===== src/verilog/bsd_params.svh =====
// constants for the bit-test-skip and subroutine-jump decoder
`ifndef BSD_PARAMS_SVH
`define BSD_PARAMS_SVH
`define BSD_OP_SKIP_HI 4'h7
`define BSD_OP_CALL_HI 3'h4
`define BSD_PC_W 13
`define BSD_LIT_W 11
`define BSD_ADDR_W 7
`define BSD_PCL_HI 4
`define BSD_PCL_LO 3
`define BSD_BIT_HI 9
`define BSD_BIT_LO 7
`define BSD_BUBBLE_CLKS 3'h4
`define BSD_NOP_WORD 14'h0000
`define BSD_PC_RST 13'h0000
`endif


===== src/verilog/bsd_pkg.sv =====
// types for the bit-test-skip and subroutine-jump decoder
package bsd_pkg;
    typedef enum logic [1:0] {
        BSD_Q1 = 2'b00,
        BSD_Q2 = 2'b01,
        BSD_Q3 = 2'b10,
        BSD_Q4 = 2'b11
    } bsd_phase_e;
    typedef logic [12:0] bsd_pc_t;
endpackage : bsd_pkg


===== src/verilog/bsd_decode.sv =====
// bit-test-skip and subroutine-jump execution slice of the core
`timescale 1ns/100ps
`include "bsd_params.svh"
module bsd_decode (
    // clock and reset
    input wire logic ref_clk,
    input wire logic sys_rst,
    // instruction and phase from the core sequencer
    input wire logic [13:0] instrWord,
    input wire logic instrValid,
    input wire bsd_pkg::bsd_phase_e qPhase,
    input wire logic [12:0] pcNow,
    input wire logic [7:0] pcHighLatch,
    // register file read port
    input wire logic [7:0] regReadData,
    output logic [6:0] regReadAddr,
    output logic regReadEn,
    // return stack push
    output logic [12:0] stackPushData,
    output logic stackPush,
    // program counter load
    output logic [12:0] pcLoadValue,
    output logic pcLoad,
    // pipeline control
    output logic execSuppress,
    output logic [13:0] execWord,
    output logic statusWriteEn
);
    import bsd_pkg::*;

    logic isSkip;
    logic isCall;
    logic [2:0] bitSel;
    logic bubble;
    logic skipHit;
    logic [2:0] bubbleRun;

    // skip word 01 11bb bfff ffff, jump word 10 0kkk kkkk kkkk
    // a word shown during a bubble is refused, so both decodes are gated by it
    assign isSkip = instrValid && !bubble && (instrWord[13:10] == `BSD_OP_SKIP_HI);
    assign isCall = instrValid && !bubble && (instrWord[13:11] == `BSD_OP_CALL_HI);
    assign bitSel = instrWord[`BSD_BIT_HI:`BSD_BIT_LO];

    // register read in Q2
    always_ff @(posedge ref_clk or posedge sys_rst) begin
        if (sys_rst) begin
            regReadAddr <= 7'h00;
            regReadEn <= 1'b0;
        end else begin
            regReadEn <= isSkip && (qPhase == BSD_Q1);
            regReadAddr <= instrWord[`BSD_ADDR_W-1:0];
        end
    end

    // bit test in Q3; data arrives one edge after the Q2 strobe
    always_ff @(posedge ref_clk or posedge sys_rst) begin
        if (sys_rst) begin
            skipHit <= 1'b0;
        end else if (qPhase == BSD_Q3 && isSkip) begin
            skipHit <= regReadData[bitSel];
        end else if (qPhase == BSD_Q1) begin
            skipHit <= 1'b0;
        end
    end

    // bubble: set at end of Q4 after a taken skip or any jump, lasts one full cycle
    always_ff @(posedge ref_clk or posedge sys_rst) begin
        if (sys_rst) begin
            bubble <= 1'b0;
        end else if (qPhase == BSD_Q4) begin
            bubble <= (isSkip && skipHit) || isCall;
        end
    end

    // push in Q2
    always_ff @(posedge ref_clk or posedge sys_rst) begin
        if (sys_rst) begin
            stackPush <= 1'b0;
            stackPushData <= `BSD_PC_RST;
        end else begin
            stackPush <= isCall && (qPhase == BSD_Q1);
            if (isCall && qPhase == BSD_Q1) begin
                stackPushData <= pcNow + 13'h0001;
            end
        end
    end

    // program counter write in Q4
    always_ff @(posedge ref_clk or posedge sys_rst) begin
        if (sys_rst) begin
            pcLoad <= 1'b0;
            pcLoadValue <= `BSD_PC_RST;
        end else begin
            pcLoad <= isCall && (qPhase == BSD_Q3);
            if (isCall && qPhase == BSD_Q3) begin
                pcLoadValue <= {pcHighLatch[`BSD_PCL_HI:`BSD_PCL_LO], instrWord[`BSD_LIT_W-1:0]};
            end
        end
    end

    // pipeline view: bubble cycle presents a nop to execution
    always_ff @(posedge ref_clk or posedge sys_rst) begin
        if (sys_rst) begin
            execSuppress <= 1'b0;
            execWord <= `BSD_NOP_WORD;
            statusWriteEn <= 1'b0;
        end else begin
            execSuppress <= bubble;
            execWord <= bubble ? `BSD_NOP_WORD : instrWord;
            statusWriteEn <= 1'b0;
        end
    end

    // clocks spent in the current bubble; read only by the checks below
    always_ff @(posedge ref_clk or posedge sys_rst) begin
        if (sys_rst) begin
            bubbleRun <= 3'h0;
        end else if (bubble) begin
            bubbleRun <= bubbleRun + 3'h1;
        end else begin
            bubbleRun <= 3'h0;
        end
    end
endmodule : bsd_decode


===== config.mk =====
export PLATFORM = sky130hd
export DESIGN_NAME = bsd_decode
export DESIGN_NICKNAME = d
export VERILOG_FILES = /design/src/verilog/bsd_pkg.sv /design/src/verilog/bsd_decode.sv
export VERILOG_INCLUDE_DIRS = /design/src /design/src/verilog
export SDC_FILE = /design/constraint.sdc
export NUM_CORES = 1
export LEC_CHECK = 0
export BUFFER_PORTS_ARGS = -buffer_cell sky130_fd_sc_hd__buf_4
export CAP_MARGIN = 20
export CORE_ASPECT_RATIO = 0.75
export CORE_MARGIN = 4
export CORE_UTILIZATION = 42
export DETAILED_ROUTE_END_ITERATION = 10
export HOLD_SLACK_MARGIN = 0.02
export PLACE_DENSITY = 0.73
export SLEW_MARGIN = 0
export SYNTH_ARGS = -nofsm -noshare
export SYNTH_HDL_FRONTEND = slang
export SYNTH_SLANG_ARGS = --single-unit

===== constraint.sdc =====
create_clock -name ref_clk -period 4.97 [get_ports ref_clk]
set_input_delay 0.497 -clock ref_clk [delete_from_list [all_inputs] [get_ports ref_clk]]
set_output_delay 0.497 -clock ref_clk [all_outputs]
set_load 0.005 [all_outputs]

==> results of run 1 <==
registers in the layout, summed over array words and instances, names as in the netlist:
register,flops
pcLoad,1
execSuppress,1
stackPushData,13
regReadEn,1
skipHit,1
pcLoadValue,13
stackPush,1
regReadAddr,7
bubble,1
execWord,14
synth_stat cells:
cell type	n	share of area
sky130_fd_sc_hd__a21oi_1	1	0.0023
sky130_fd_sc_hd__a2bb2oi_1	1	0.0041
sky130_fd_sc_hd__a41oi_1	1	0.0041
sky130_fd_sc_hd__and2b_2	5	0.020
sky130_fd_sc_hd__and3_1	1	0.0029
sky130_fd_sc_hd__and4bb_2	1	0.0058
sky130_fd_sc_hd__buf_12	1	0.0093
sky130_fd_sc_hd__buf_4	1	0.0035
sky130_fd_sc_hd__buf_6	1	0.0052
sky130_fd_sc_hd__clkbuf_1	3	0.0052
sky130_fd_sc_hd__conb_1	1	0.0017
sky130_fd_sc_hd__dfrtp_1	53	0.62
sky130_fd_sc_hd__ha_1	1	0.0058
sky130_fd_sc_hd__inv_1	7	0.012
sky130_fd_sc_hd__mux2_2	5	0.026
sky130_fd_sc_hd__mux2_4	9	0.063
sky130_fd_sc_hd__mux2i_1	2	0.0093
sky130_fd_sc_hd__mux4_2	1	0.010
sky130_fd_sc_hd__nand2_1	17	0.030
sky130_fd_sc_hd__nand3_1	7	0.016
sky130_fd_sc_hd__nand3b_1	1	0.0035
sky130_fd_sc_hd__nand4_1	2	0.0058
sky130_fd_sc_hd__nor2_1	5	0.0087
sky130_fd_sc_hd__nor2b_1	9	0.026
sky130_fd_sc_hd__nor3_1	4	0.0093
sky130_fd_sc_hd__nor4_1	1	0.0029
sky130_fd_sc_hd__nor4b_2	1	0.0070
sky130_fd_sc_hd__o211ai_1	1	0.0035
sky130_fd_sc_hd__o21ai_0	12	0.028
sky130_fd_sc_hd__o41ai_1	1	0.0041
sky130_fd_sc_hd__or3_1	1	0.0029
sky130_fd_sc_hd__xnor2_1	10	0.041
sky130_fd_sc_hd__xor2_1	1	0.0041
routing by layer:
layer  share of wire  global-route usage
met4          0.0073              0.0475
met1            0.44               0.201
met2            0.47               0.231
met5               0                   0
met3           0.078              0.0452
kinds of logic (layout without fill, tap and decap cells):
| kind of cell | count (synthesis) | after routing | synth area share |
|---|---|---|---|
| AO/OA/AOI/OAI | 17 | 17 | 0.0459 |
| flip-flops | 53 | 53 | 0.616 |
| XOR/XNOR | 11 | 11 | 0.0448 |
| AND/OR/NAND/NOR | 55 | 55 | 0.141 |
| buffers and inverters | 13 | 108 | 0.0355 |
| other | 1 | 1 | 0.00174 |
| multiplexers | 17 | 17 | 0.109 |
| adder cells (fa/ha/maj) | 1 | 1 | 0.00581 |
path summary, 6_finish.rpt:
kind	endpoint	slack, ps	cells after the start
max in group asynchronous	execWord[6]	4390	3
setup reg to reg	pcLoadValue[2]	2700	4
hold / removal	execWord[4]	100	2
setup / recovery	pcLoadValue[2]	2700	4
hold reg to reg	stackPushData[10]	490	2
min in group ref_clk	regReadAddr[6]	320	1
critical path, stage by stage (launching register included):
cell and delay, ps:
sky130_fd_sc_hd__dfrtp_1 590, sky130_fd_sc_hd__nor4b_2 370, sky130_fd_sc_hd__nand2_1 120, sky130_fd_sc_hd__or3_1 650
sky130_fd_sc_hd__mux2_4 420
area by class of cell:
class                      instances  share of cell area
sequential                        53               0.442
multi-input combinational        102               0.250
timing repair buffer              93               0.237
tap                               60              0.0250
clock buffer                       6              0.0242
clock inverter                     2              0.0129
inverter                           7             0.00876
through the flow:
stage,hold WS (ps),util
floorplan,467,-
global placement,468,0.582
detailed placement,473,0.582
CTS,304,0.605
global route,91.1,0.609
finish,98.5,0.609
power breakdown:
group	total [uW]	switching [uW]	internal, uW
clock network	287	135	151
logic	193	68.5	125
registers	514	30.8	483
total	994	235	760
==> impl.org, run 1 <==
** Synthesis
- The synthesized design contains 53 register bits.
- Gate Count Post-Synth :: 168
- Number of warnings issued by yosys :: 0
- After synthesis the cells add up to between 2000 and 2500 sq um.
- Proportion of synthesized chip area in sequential cells :: 0.616
- Syn avg cell area :: 12.8 sq um
- Synth cell types :: 33
- The number of nets in the synthesized netlist is 217.

** Clock tree
- Clock tree from TritonCTS :: built
- After clock tree synthesis, the clock-pin slew on the worst setup and hold paths is ~90 ps.
- Master cell of the clock root buffer :: sky130_fd_sc_hd__clkbuf_8
- Count of hold buffers inserted by post-cts repair :: 0
- Post-CTS repair changed the size of 0 cells.
- Buffers added to address setup during post-CTS repair amount to 0.
- Counting the buffers created by CTS gives 5.
- H-tree depth :: 2
- Buffers from clock root to sink, at most :: 2
- Worst-skew pair later-pin latency :: 300 ps
- The clock drives 53 sinks.

** Setup path
- Kind of start point of the critical path :: register
- Data on the critical path is required at its endpoint by 5150 ps.
- Timing startpoint of the critical path :: bubble
- Crit Path Class :: register to register
- STA classifies the critical path endpoint as a register.
- In this run the critical register-to-register path is launched from bubble.
- Data arrival time of the critical path :: ~2500 ps
- Critical Path Fanout Max :: 18

** Timing
- The worst path meets setup with about 2700 ps of slack.
- Max Fclk :: 441 MHz
- Setup repair after global routing left no endpoint under its margin.
- Total Negative Setup Slacks :: 0 ps
- Hold Fails Final Rpt :: 0
- The number of max-slew violations in the final report came to 0.
- Across the routed clock network, the largest skew measured is 3.88 ps.
- Setup violations remaining at the end of the flow were counted as 0.
- Measured against its own limit, the worst slew margin works out to 0.449.
- Shortest clock period the worst path allows after layout :: 2270 ps
- At the pin with the least slew margin, the transition time is 825 ps.
- Dividing the final minimum period by the clock period gives 0.456.

** Layout
- Area growth from synthesis to layout :: 39.4%
- Commonest cells after routing, fill and taps aside :: sky130_fd_sc_hd__buf_4, sky130_fd_sc_hd__dfrtp_1, sky130_fd_sc_hd__nand2_1
- In the final layout, the multi-input gates occupy 749 sq um.
- After routing the design area is 3000 sq um.
- The number of antenna diodes in the final layout is 0.
- The library cell used most frequently in the layout, excluding fill and tap cells, is sky130_fd_sc_hd__buf_4.
- Register area :: ~1300 sq um
- Nets@finish :: about 310
- Final cell count without fillers :: 323
- The filler cells instantiated in the layout total 439.
- Fraction of layout cells with a size suffix above 1 :: 0.468

** Die
- Initial core utilization :: 0.437
- The initialized floorplan defines 22 standard-cell rows.
- 100 I/O pins were placed.
- From left edge to right edge, the die measures 90.7 um.
- Measured along the y axis, the die boundary spans 70.0 um.
- The region available for standard cell placement spans 4930 sq um.
- The die covers about 6300 sq um.

** Global routing
- The first global-routing pass estimated 7530 um of wire.
- The initial antenna violation count came to 0.
- The via count of the first global-routing pass came to 1526.
- Entering global routing, the biggest net connects 54 pins.
- Global route overflow :: 0
- For this run, the total global-route usage over all layers was measured as 0.149.

** Place
- Before CTS, the worst setup slack after placement is approximately 2700 ps.
- Once detailed placement completed, the half-perimeter wirelength came to 3420 um.
- The congestion estimate from routability-driven global placement came to 0.734.
- Cells after DPL :: 314
- The placed instances occupy a cell area of 2870 sq um.
- Input and output buffers added on the ports amount to 92.

** Power
- Overall power consumption :: 994 uW
- P per Cell Area :: ~330 nW/um^2
- LEAKAGE :: 0.00154 uW
- Worst voltage drop across the vdd grid :: about 0.14 mV

** Routing
- In this run, the number of DRC markers left after iteration 0 of detailed routing was 47.
- Via count :: around 1500
- In the final routed layout, each cell accounts on average for 13.9 um.
- In the routed design, unresolved DRC markers number 0.
- In this run the remaining antenna-violating nets after routing total 0.
- Per-cell via count in the routed design :: 4.74
- DRT Pass-1 Iters :: 4
- Routed wire length :: 4490 um

** Outcome
- Run status :: finished, final reports clean

** Flow run
- Across the run, the number of max-cap violations was 0.

** Hold path
- Kind of path behind the tightest hold check :: primary input to async pin
No activity file was read; power rests on OpenSTA's default activity.
==> run 2, diff against run 1 <==
==> constraint.sdc (replaced) <==
create_clock -name ref_clk -period 2.1 [get_ports ref_clk]
set_input_delay 0.21 -clock ref_clk [delete_from_list [all_inputs] [get_ports ref_clk]]
set_output_delay 0.21 -clock ref_clk [all_outputs]
set_load 0.005 [all_outputs]
==> run 2 against run 1 <==
  * Die area unchanged
  * Critical path depth is 1 higher
  * Critical endpoint unchanged
  * Fmax rose by 29%
  * Via count is 2.0% higher
  * Hold slack worse by 65 ps
  * Utilization is 1.4 points higher
==> impl.org, run 2 (synthesized netlist as in run 1, its figures left out) <==
** Power
- The clock group share of total power is 0.285 (-0.003).
- The proportion of total power due to net switching is 0.234 (-0.00185).
- The reported net switching power is 552 uW (+140%).
- The power per standard cell area was 768 nW/um^2 (+130%).
- Worst voltage drop across the vdd grid :: 0.405 mV (+190%)
- The power share of the sequential group was 0.513 (-0.004).
- Combinational Power Share :: 0.202 (+0.008)
- The leakage component of the power was 0.00158 uW (+2.2%).
- The total power of the final layout was 2360 uW (+140%).
- Cell-internal power :: 1810 uW (+140%)

** Routing
- Routed wire length :: 4540 um (+1.1%)
- Count of unresolved DRC violations after routing :: 0 (unchanged)
- The total number of vias is 1561 (+2.0%).
- Post-DR wirelength/cell :: 13.7 um (-1.7%)
- The number of design-rule violations left by the first detailed-router iteration was 36 (-23%).
- DRT Pass-1 Iters :: 4 (unchanged)
- DRT antenna net count :: 0 (unchanged)
- The via density per instance was 4.70 (-0.80%).

** Timing
- The final sum of negative setup slack was 0 ps (unchanged).
- The number of max-slew violations in the final report came to 0 (unchanged).
- The worst clock skew was 3.05 ps (-0.838 ps).
- Rel. slew slack :: 0.592 (+0.143)
- The maximum achievable frequency came to 568 MHz (+29%).
- The number of failing setup endpoints in the final timing report is 0 (unchanged).
- Transition time at the pin with the least slew margin :: 613 ps (-212 ps)
- The final critical-path share of the clock period is 0.838 (+0.382).
- The number of failing hold endpoints at the final stage came to 0 (unchanged).
- Setup repair after global routing left no endpoint under its margin.
- Shortest clock period the worst path allows after layout :: 1760 ps (-508 ps)

** Setup path
- Timing startpoint of the critical path :: bubble
- The data arrival time of the worst path was 1950 ps (-500 ps).
- Critical Path Fanout Max :: 14 (-4)
- The logic depth of the worst register-to-register path came to 5 (+1).
- The data required time of the critical path was 2290 ps (-2860 ps).
- Kind of start point of the critical path :: register
- Kind of end point of the critical path :: register
- Launching point of the worst reg2reg path :: bubble
- Crit Path Class :: register to register

** Clock tree
- The number of buffers created by CTS was 5 (unchanged).
- Worst-skew pair later-pin latency :: 300 ps (about the same)
- Count of hold buffers inserted by post-cts repair :: 5 (+5)
- TritonCTS built the clock tree.
- H-tree depth :: 2 (unchanged)
- The buffer levels on the longest clock path was 2 (unchanged).
- Post-CTS setup repair buffer count :: 0 (unchanged)
- The number of sinks driven by the clock tree came to 53 (unchanged).
- Count of cells resized by post-cts repair :: 0 (unchanged)
- The clock-pin slew on the worst setup and hold paths came to 90 ps (about the same).
- Master cell of the clock root buffer :: sky130_fd_sc_hd__clkbuf_8

** Layout
- Max reg flops :: 14 (unchanged)
- Filler instances :: 422 (-3.9%)
- The largest registers in the layout are execWord x14, pcLoadValue x13, stackPushData x13.
- execWord holds more flip-flops than any other register.
- The final core area utilization came to 0.623 (+0.0142).
- The library cells used most frequently in the layout, excluding fill and tap cells, are sky130_fd_sc_hd__buf_4, sky130_fd_sc_hd__dfrtp_1, sky130_fd_sc_hd__nand2_1.
- The number of nets in the layout was 320 (+2.9%).
- Leaving out fill and tap cells, the most frequent cell in the layout is sky130_fd_sc_hd__buf_4.
- The final antenna diode count came to 0 (unchanged).
- Fraction of layout cells with a size suffix above 1 :: 0.463 (-0.00445)
- Compared with the post-synthesis result, the final layout area differs by 42.6%.

** Global routing
- Largest net degree at the start of global routing :: 51 (-5.6%)
- The wire length of the first global-routing pass was 7780 um (+3.3%).
- The initial antenna violation count is 0 (unchanged).
- Global-route usage over all layers :: 0.155 (+0.00555)
- Via count of the first global-routing pass :: 1643 (+7.7%)
- The global-route congestion overflow total is 0 (unchanged).

** Flow run
- Max cap viols :: 0 (unchanged)

** Die
- The die span in y is 70.0 um (unchanged).
- FP Rows :: 22 (unchanged)
- The width of the die was 90.7 um (unchanged).
- Total die area :: 6340 sq um (unchanged)
- The initial standard-cell utilization of the core came to 0.437 (unchanged).
- Core ar. :: 4930 sq um (unchanged)
- Top-level I/O count :: 100 (unchanged)

** Hold path
- The startpoint identified for the worst hold timing path is instrWord[3].
- The tightest min-delay check is of the primary input to register type.
- Worst hold path cell count :: 1

** Outcome
- Run status :: finished, final reports clean

** Place
- Number of port buffers :: 92 (unchanged)
- Final weighted congestion in routability-driven placement :: 0.720 (-1.9%)
- Placed wire-length estimate :: 3410 um (about the same)
[run 2: changes by cell type in the layout (fill, tap and decap cells not counted)]
cell / delta
sky130_fd_sc_hd__buf_12: -1
sky130_fd_sc_hd__buf_4: +4
sky130_fd_sc_hd__dlygate4sd3_1: +6
[run 2: path summary, 6_finish.rpt]
kind | slack, ps | to
setup / recovery | 340 | pcLoadValue[2]
hold / removal | 30 | regReadAddr[3]
setup reg to reg | 340 | pcLoadValue[2]
hold reg to reg | 490 | stackPushData[10]
max in group asynchronous | 990 | stackPushData[4]
min in group asynchronous | 330 | stackPushData[3]
[run 2: per-layer routing]
layer / global-route usage / wire length (um)
met5: 0 / 0
met4: 0.0509 / 46
met3: 0.0527 / 324
met2: 0.242 / 2110
met1: 0.203 / 2060
[run 2: layout make-up]
type                       instances  area (sq um)  area share
timing repair buffer             102           781       0.254
multi-input combinational        102           749       0.244
tap                               60          75.1      0.0245
clock buffer                       6          72.6      0.0236
inverter                           7          26.3     0.00856
clock inverter                     2          38.8      0.0126
sequential                        53          1330       0.432
[run 2: power groups by stage]
stage | combinational [uW] | sequential, uW | clock, uW
2_1_floorplan | 164 | 1230 | 0
3_3_place_gp | 465 | 1230 | 0
3_5_place_dp | 477 | 1230 | 0
4_1_cts | 485 | 1210 | 697
5_1_grt | 529 | 1230 | 727
6_report | 476 | 1210 | 673
[run 2: worst max-delay path: stages, from the launching register on]
cell and delay [ps]:
sky130_fd_sc_hd__dfrtp_1 390, sky130_fd_sc_hd__nor4b_2 290, sky130_fd_sc_hd__nand2_1 110, sky130_fd_sc_hd__or3_1 320, sky130_fd_sc_hd__buf_4 220, sky130_fd_sc_hd__mux2_4 320
[run 2: stage by stage]
step                      setup WS [ps]  std cells  hold slack [ps]  area, sq um
after floorplan                     316        168              241         2150
after global placement              376        318             80.6         2900
after detailed placement            338        318             83.2         2900
after CTS                           322        331             20.8         3060
after global routing                197        332             22.6         3070
final                               340        332             33.6         3070
==> run 3, diff against run 2 <==
--- a/config.mk
+++ b/config.mk
@@ -10,10 +10,10 @@
 export CAP_MARGIN = 20
 export CORE_ASPECT_RATIO = 0.75
 export CORE_MARGIN = 4
-export CORE_UTILIZATION = 42
+export CORE_UTILIZATION = 41
 export DETAILED_ROUTE_END_ITERATION = 10
 export HOLD_SLACK_MARGIN = 0.02
-export PLACE_DENSITY = 0.73
+export PLACE_DENSITY = 0.74
 export SLEW_MARGIN = 0
 export SYNTH_ARGS = -nofsm -noshare
 export SYNTH_HDL_FRONTEND = slang
==> constraint.sdc (replaced) <==
create_clock -name ref_clk -period 1.6 [get_ports ref_clk]
set_input_delay 0.16 -clock ref_clk [delete_from_list [all_inputs] [get_ports ref_clk]]
set_output_delay 0.16 -clock ref_clk [all_outputs]
set_load 0.005 [all_outputs]
==> run 3 against run 2 <==
  * The flow now finishes with violations (setup timing)
  * Sequential power increased by 31%
  * Via count increased by 1.9%
  * Register-to-register slack got worse by 430 ps
  * Global-route usage decreased by 0.57 points
  * Clock power increased by 6.8%
  * Total power increased by 25%
  * Die area increased by 2.2%
  * Sequential share of layout area decreased by 1.3 points
  * Critical path type unchanged
==> impl.org, run 3 (synthesized netlist as in run 1, its figures left out) <==
** Timing
- Max Fclk :: 590 MHz (+3.9%)
- Worst hold margin :: 70.8 ps (+37.3 ps)
- The final critical-path share of the clock period is 1.06 (+0.220).
- Hold Fails Final Rpt :: 0 (unchanged)
- Fin. max-slew vios :: 0 (unchanged)
- Setup repair after global routing could not meet its margin everywhere.
- The worst clock skew is 5.01 ps (+1.96 ps).
- The number of failing setup endpoints in the final timing report was 13 (+13).
- The shortest clock period the worst path allows after layout was 1690 ps (-66.6 ps).
- Crit path setup slack, layout :: -93.9 ps (-433 ps)

** Layout
- Fraction of layout cells with a size suffix above 1 :: 0.477 (+0.0135)
- The largest registers in the layout are execWord x14, pcLoadValue x13, stackPushData x13.
- Filler instances :: 402 (-4.7%)
- Top register by number of flip-flops :: execWord
- The number of flip-flops in the largest register was 14 (unchanged).
- Final Cell Area :: 3170 sq um (+3.1%)
- The number of nets in the layout was 327 (+2.2%).
- Register area :: 1330 sq um (unchanged)
- Leaving out fill and tap cells, the most frequent cell in the layout is sky130_fd_sc_hd__buf_4.
- Area of the multi-input gates :: 768 sq um (+2.5%)
- Leaving out fill and tap cells, the most frequent cells in the layout are sky130_fd_sc_hd__buf_4, sky130_fd_sc_hd__dfrtp_1, sky130_fd_sc_hd__nand2_1.
- The final antenna diode count was 0 (unchanged).
- Compared with the post-synthesis result, the final layout area differs by 47.1%.

** Routing
- The total number of vias was 1590 (+1.9%).
- DRT antenna net count :: 0 (unchanged)
- Drt initial violations :: 60 (+67%)
- Post-DR wirelength/cell :: 13.4 um (-2.2%)
- Routed wire length :: 4700 um (+3.4%)
- DRT Pass-1 Iters :: 4 (unchanged)
- The via density per instance came to 4.53 (-3.7%).
- Count of unresolved DRC violations after routing :: 0 (unchanged)

** Clock tree
- The number of buffers created by CTS came to 5 (unchanged).
- TritonCTS built the clock tree.
- The buffer levels on the longest clock path came to 2 (unchanged).
- The maximum level of the CTS H-tree was 2 (unchanged).
- CTS placed an instance of sky130_fd_sc_hd__clkbuf_8 at the clock tree root.
- Worst-skew pair later-pin latency :: 300 ps (about the same)
- The number of sinks driven by the clock tree is 53 (unchanged).
- The clock-pin slew on the worst setup and hold paths came to 90 ps (about the same).

** Die
- The number of cell rows came to 22 (unchanged).
- The total die area came to 6480 sq um (+2.2%).
- The width of the die is 91.7 um (+1.1%).
- The die span in y came to 70.7 um (+1.1%).
- The floorplan core area is 4980 sq um (+1.1%).
- Initial core utilization :: 0.432 (-0.00483)
- Top-level I/O count :: 100 (unchanged)

** Outcome
- The final reports fail on setup timing.
- Run status :: finished with violations

** Setup path
- Critical Path Fanout Max :: 14 (unchanged)
- The kind of cell with the highest combined delay along the critical path is simple AND/OR/NAND/NOR gates.
- The critical path is of the register to register type.
- The slowest stage of the critical path belongs to the cell sky130_fd_sc_hd__dfrtp_1.
- STA classifies the critical path startpoint as a register.
- STA classifies the critical path endpoint as a register.
- Data arrival time of the critical path :: 1880 ps (-70 ps)
- Endpoint required time on the critical path :: 1790 ps (-500 ps)
- Buf/Inv on CP :: 1 (unchanged)
- Max incr delay on CP :: 420 ps (+30 ps)
- Walking the worst path, the cells encountered are nor4b_4 > nand2_1 > or3_4 > buf_12 > mux2_4.

** Power
- The proportion of total power due to net switching is 0.248 (+0.0142).
- P per Cell Area :: 934 nW/um^2 (+22%)
- The leakage component of the power was 0.00161 uW (+2.2%).
- The power share of the sequential group was 0.538 (+0.025).
- The combinational group share of total power is 0.219 (+0.017).
- Switching power total :: 734 uW (+33%)
- Share of total power in the clock network :: 0.243 (-0.042)
- Worst voltage drop across the vdd grid :: 0.431 mV (+6.5%)
- The internal power contribution is 2220 uW (+23%).

** Global routing
- Largest net degree at the start of global routing :: 33 (-35%)
- The initial antenna violation count is 0 (unchanged).
- Global-route usage over all layers :: 0.149 (-0.00570)
- The wire length of the first global-routing pass was 7620 um (-2.1%).
- Global route overflow :: 0 (unchanged)
- Via count of the first global-routing pass :: 1624 (-1.2%)

** Place
- Number of port buffers :: 92 (unchanged)
- Placed wire-length estimate :: 3670 um (+7.4%)
- The cell area after placement is 2970 sq um (+2.4%).
- Final weighted congestion in routability-driven placement :: 0.737 (+2.4%)

** Flow run
- Max cap viols :: 0 (unchanged)

** Hold path
- The path class of the tightest hold or removal check is primary input to register.
## run 3: cell type report
type,instances,area share
well taps,72,0.0285
flip-flops and latches,53,0.419
clock buffers,6,0.0229
clock inverters,2,0.00474
repair buffers,109,0.274
inverters,7,0.00830
multi-input cells,102,0.243
## run 3: metrics by stage
step	util	total power (uW)	cells	TNS (ps)	setup WS [ps]
2_1_floorplan	-	1830	168	-1730	-185
4_1_cts	0.632	3000	351	-1260	-111
3_5_place_dp	0.596	2260	334	-1740	-146
5_1_grt	0.635	3130	351	-2040	-169
6_report	0.635	2960	351	-1020	-93.9
3_3_place_gp	0.596	2240	334	-1260	-106
## run 3: final timing paths
path                                   start  slack (ps)           endpoint  cells after the start
hold reg to reg            stackPushData[10]         490  stackPushData[10]                      2
setup / recovery                      bubble         -90     pcLoadValue[2]                      5
hold / removal                      pcNow[0]          70   stackPushData[0]                      2
min in group asynchronous            sys_rst         430        execWord[0]                      3
setup reg to reg                      bubble         -90     pcLoadValue[2]                      5
max in group asynchronous            sys_rst         640       execWord[12]                      4
## run 3: per-layer routing
metal | GRT usage | share of wire | up-vias
li1 | - | - | 784
met1 | 0.198 | 0.46 | 738
met2 | 0.223 | 0.43 | 59
met3 | 0.0542 | 0.086 | 9
met4 | 0.0585 | 0.018 | 0
met5 | 0 | 0 | -
## run 3: power groups by stage
| stage | logic [uW] | clock network, uW | registers [uW] |
|---|---|---|---|
| 2_1_floorplan | 215 | 0 | 1620 |
| 3_3_place_gp | 627 | 0 | 1610 |
| 3_5_place_dp | 641 | 0 | 1620 |
| 4_1_cts | 659 | 748 | 1590 |
| 5_1_grt | 714 | 805 | 1610 |
| 6_report | 649 | 719 | 1590 |
## run 3: what timing repair did
action	in CTS	in global routing
hold buffers	8	0
buffers inserted	1	0
pin swaps	1	0
endpoints found under the hold margin	28	0
gates resized for setup	1	4
endpoints found under the setup margin	13	25
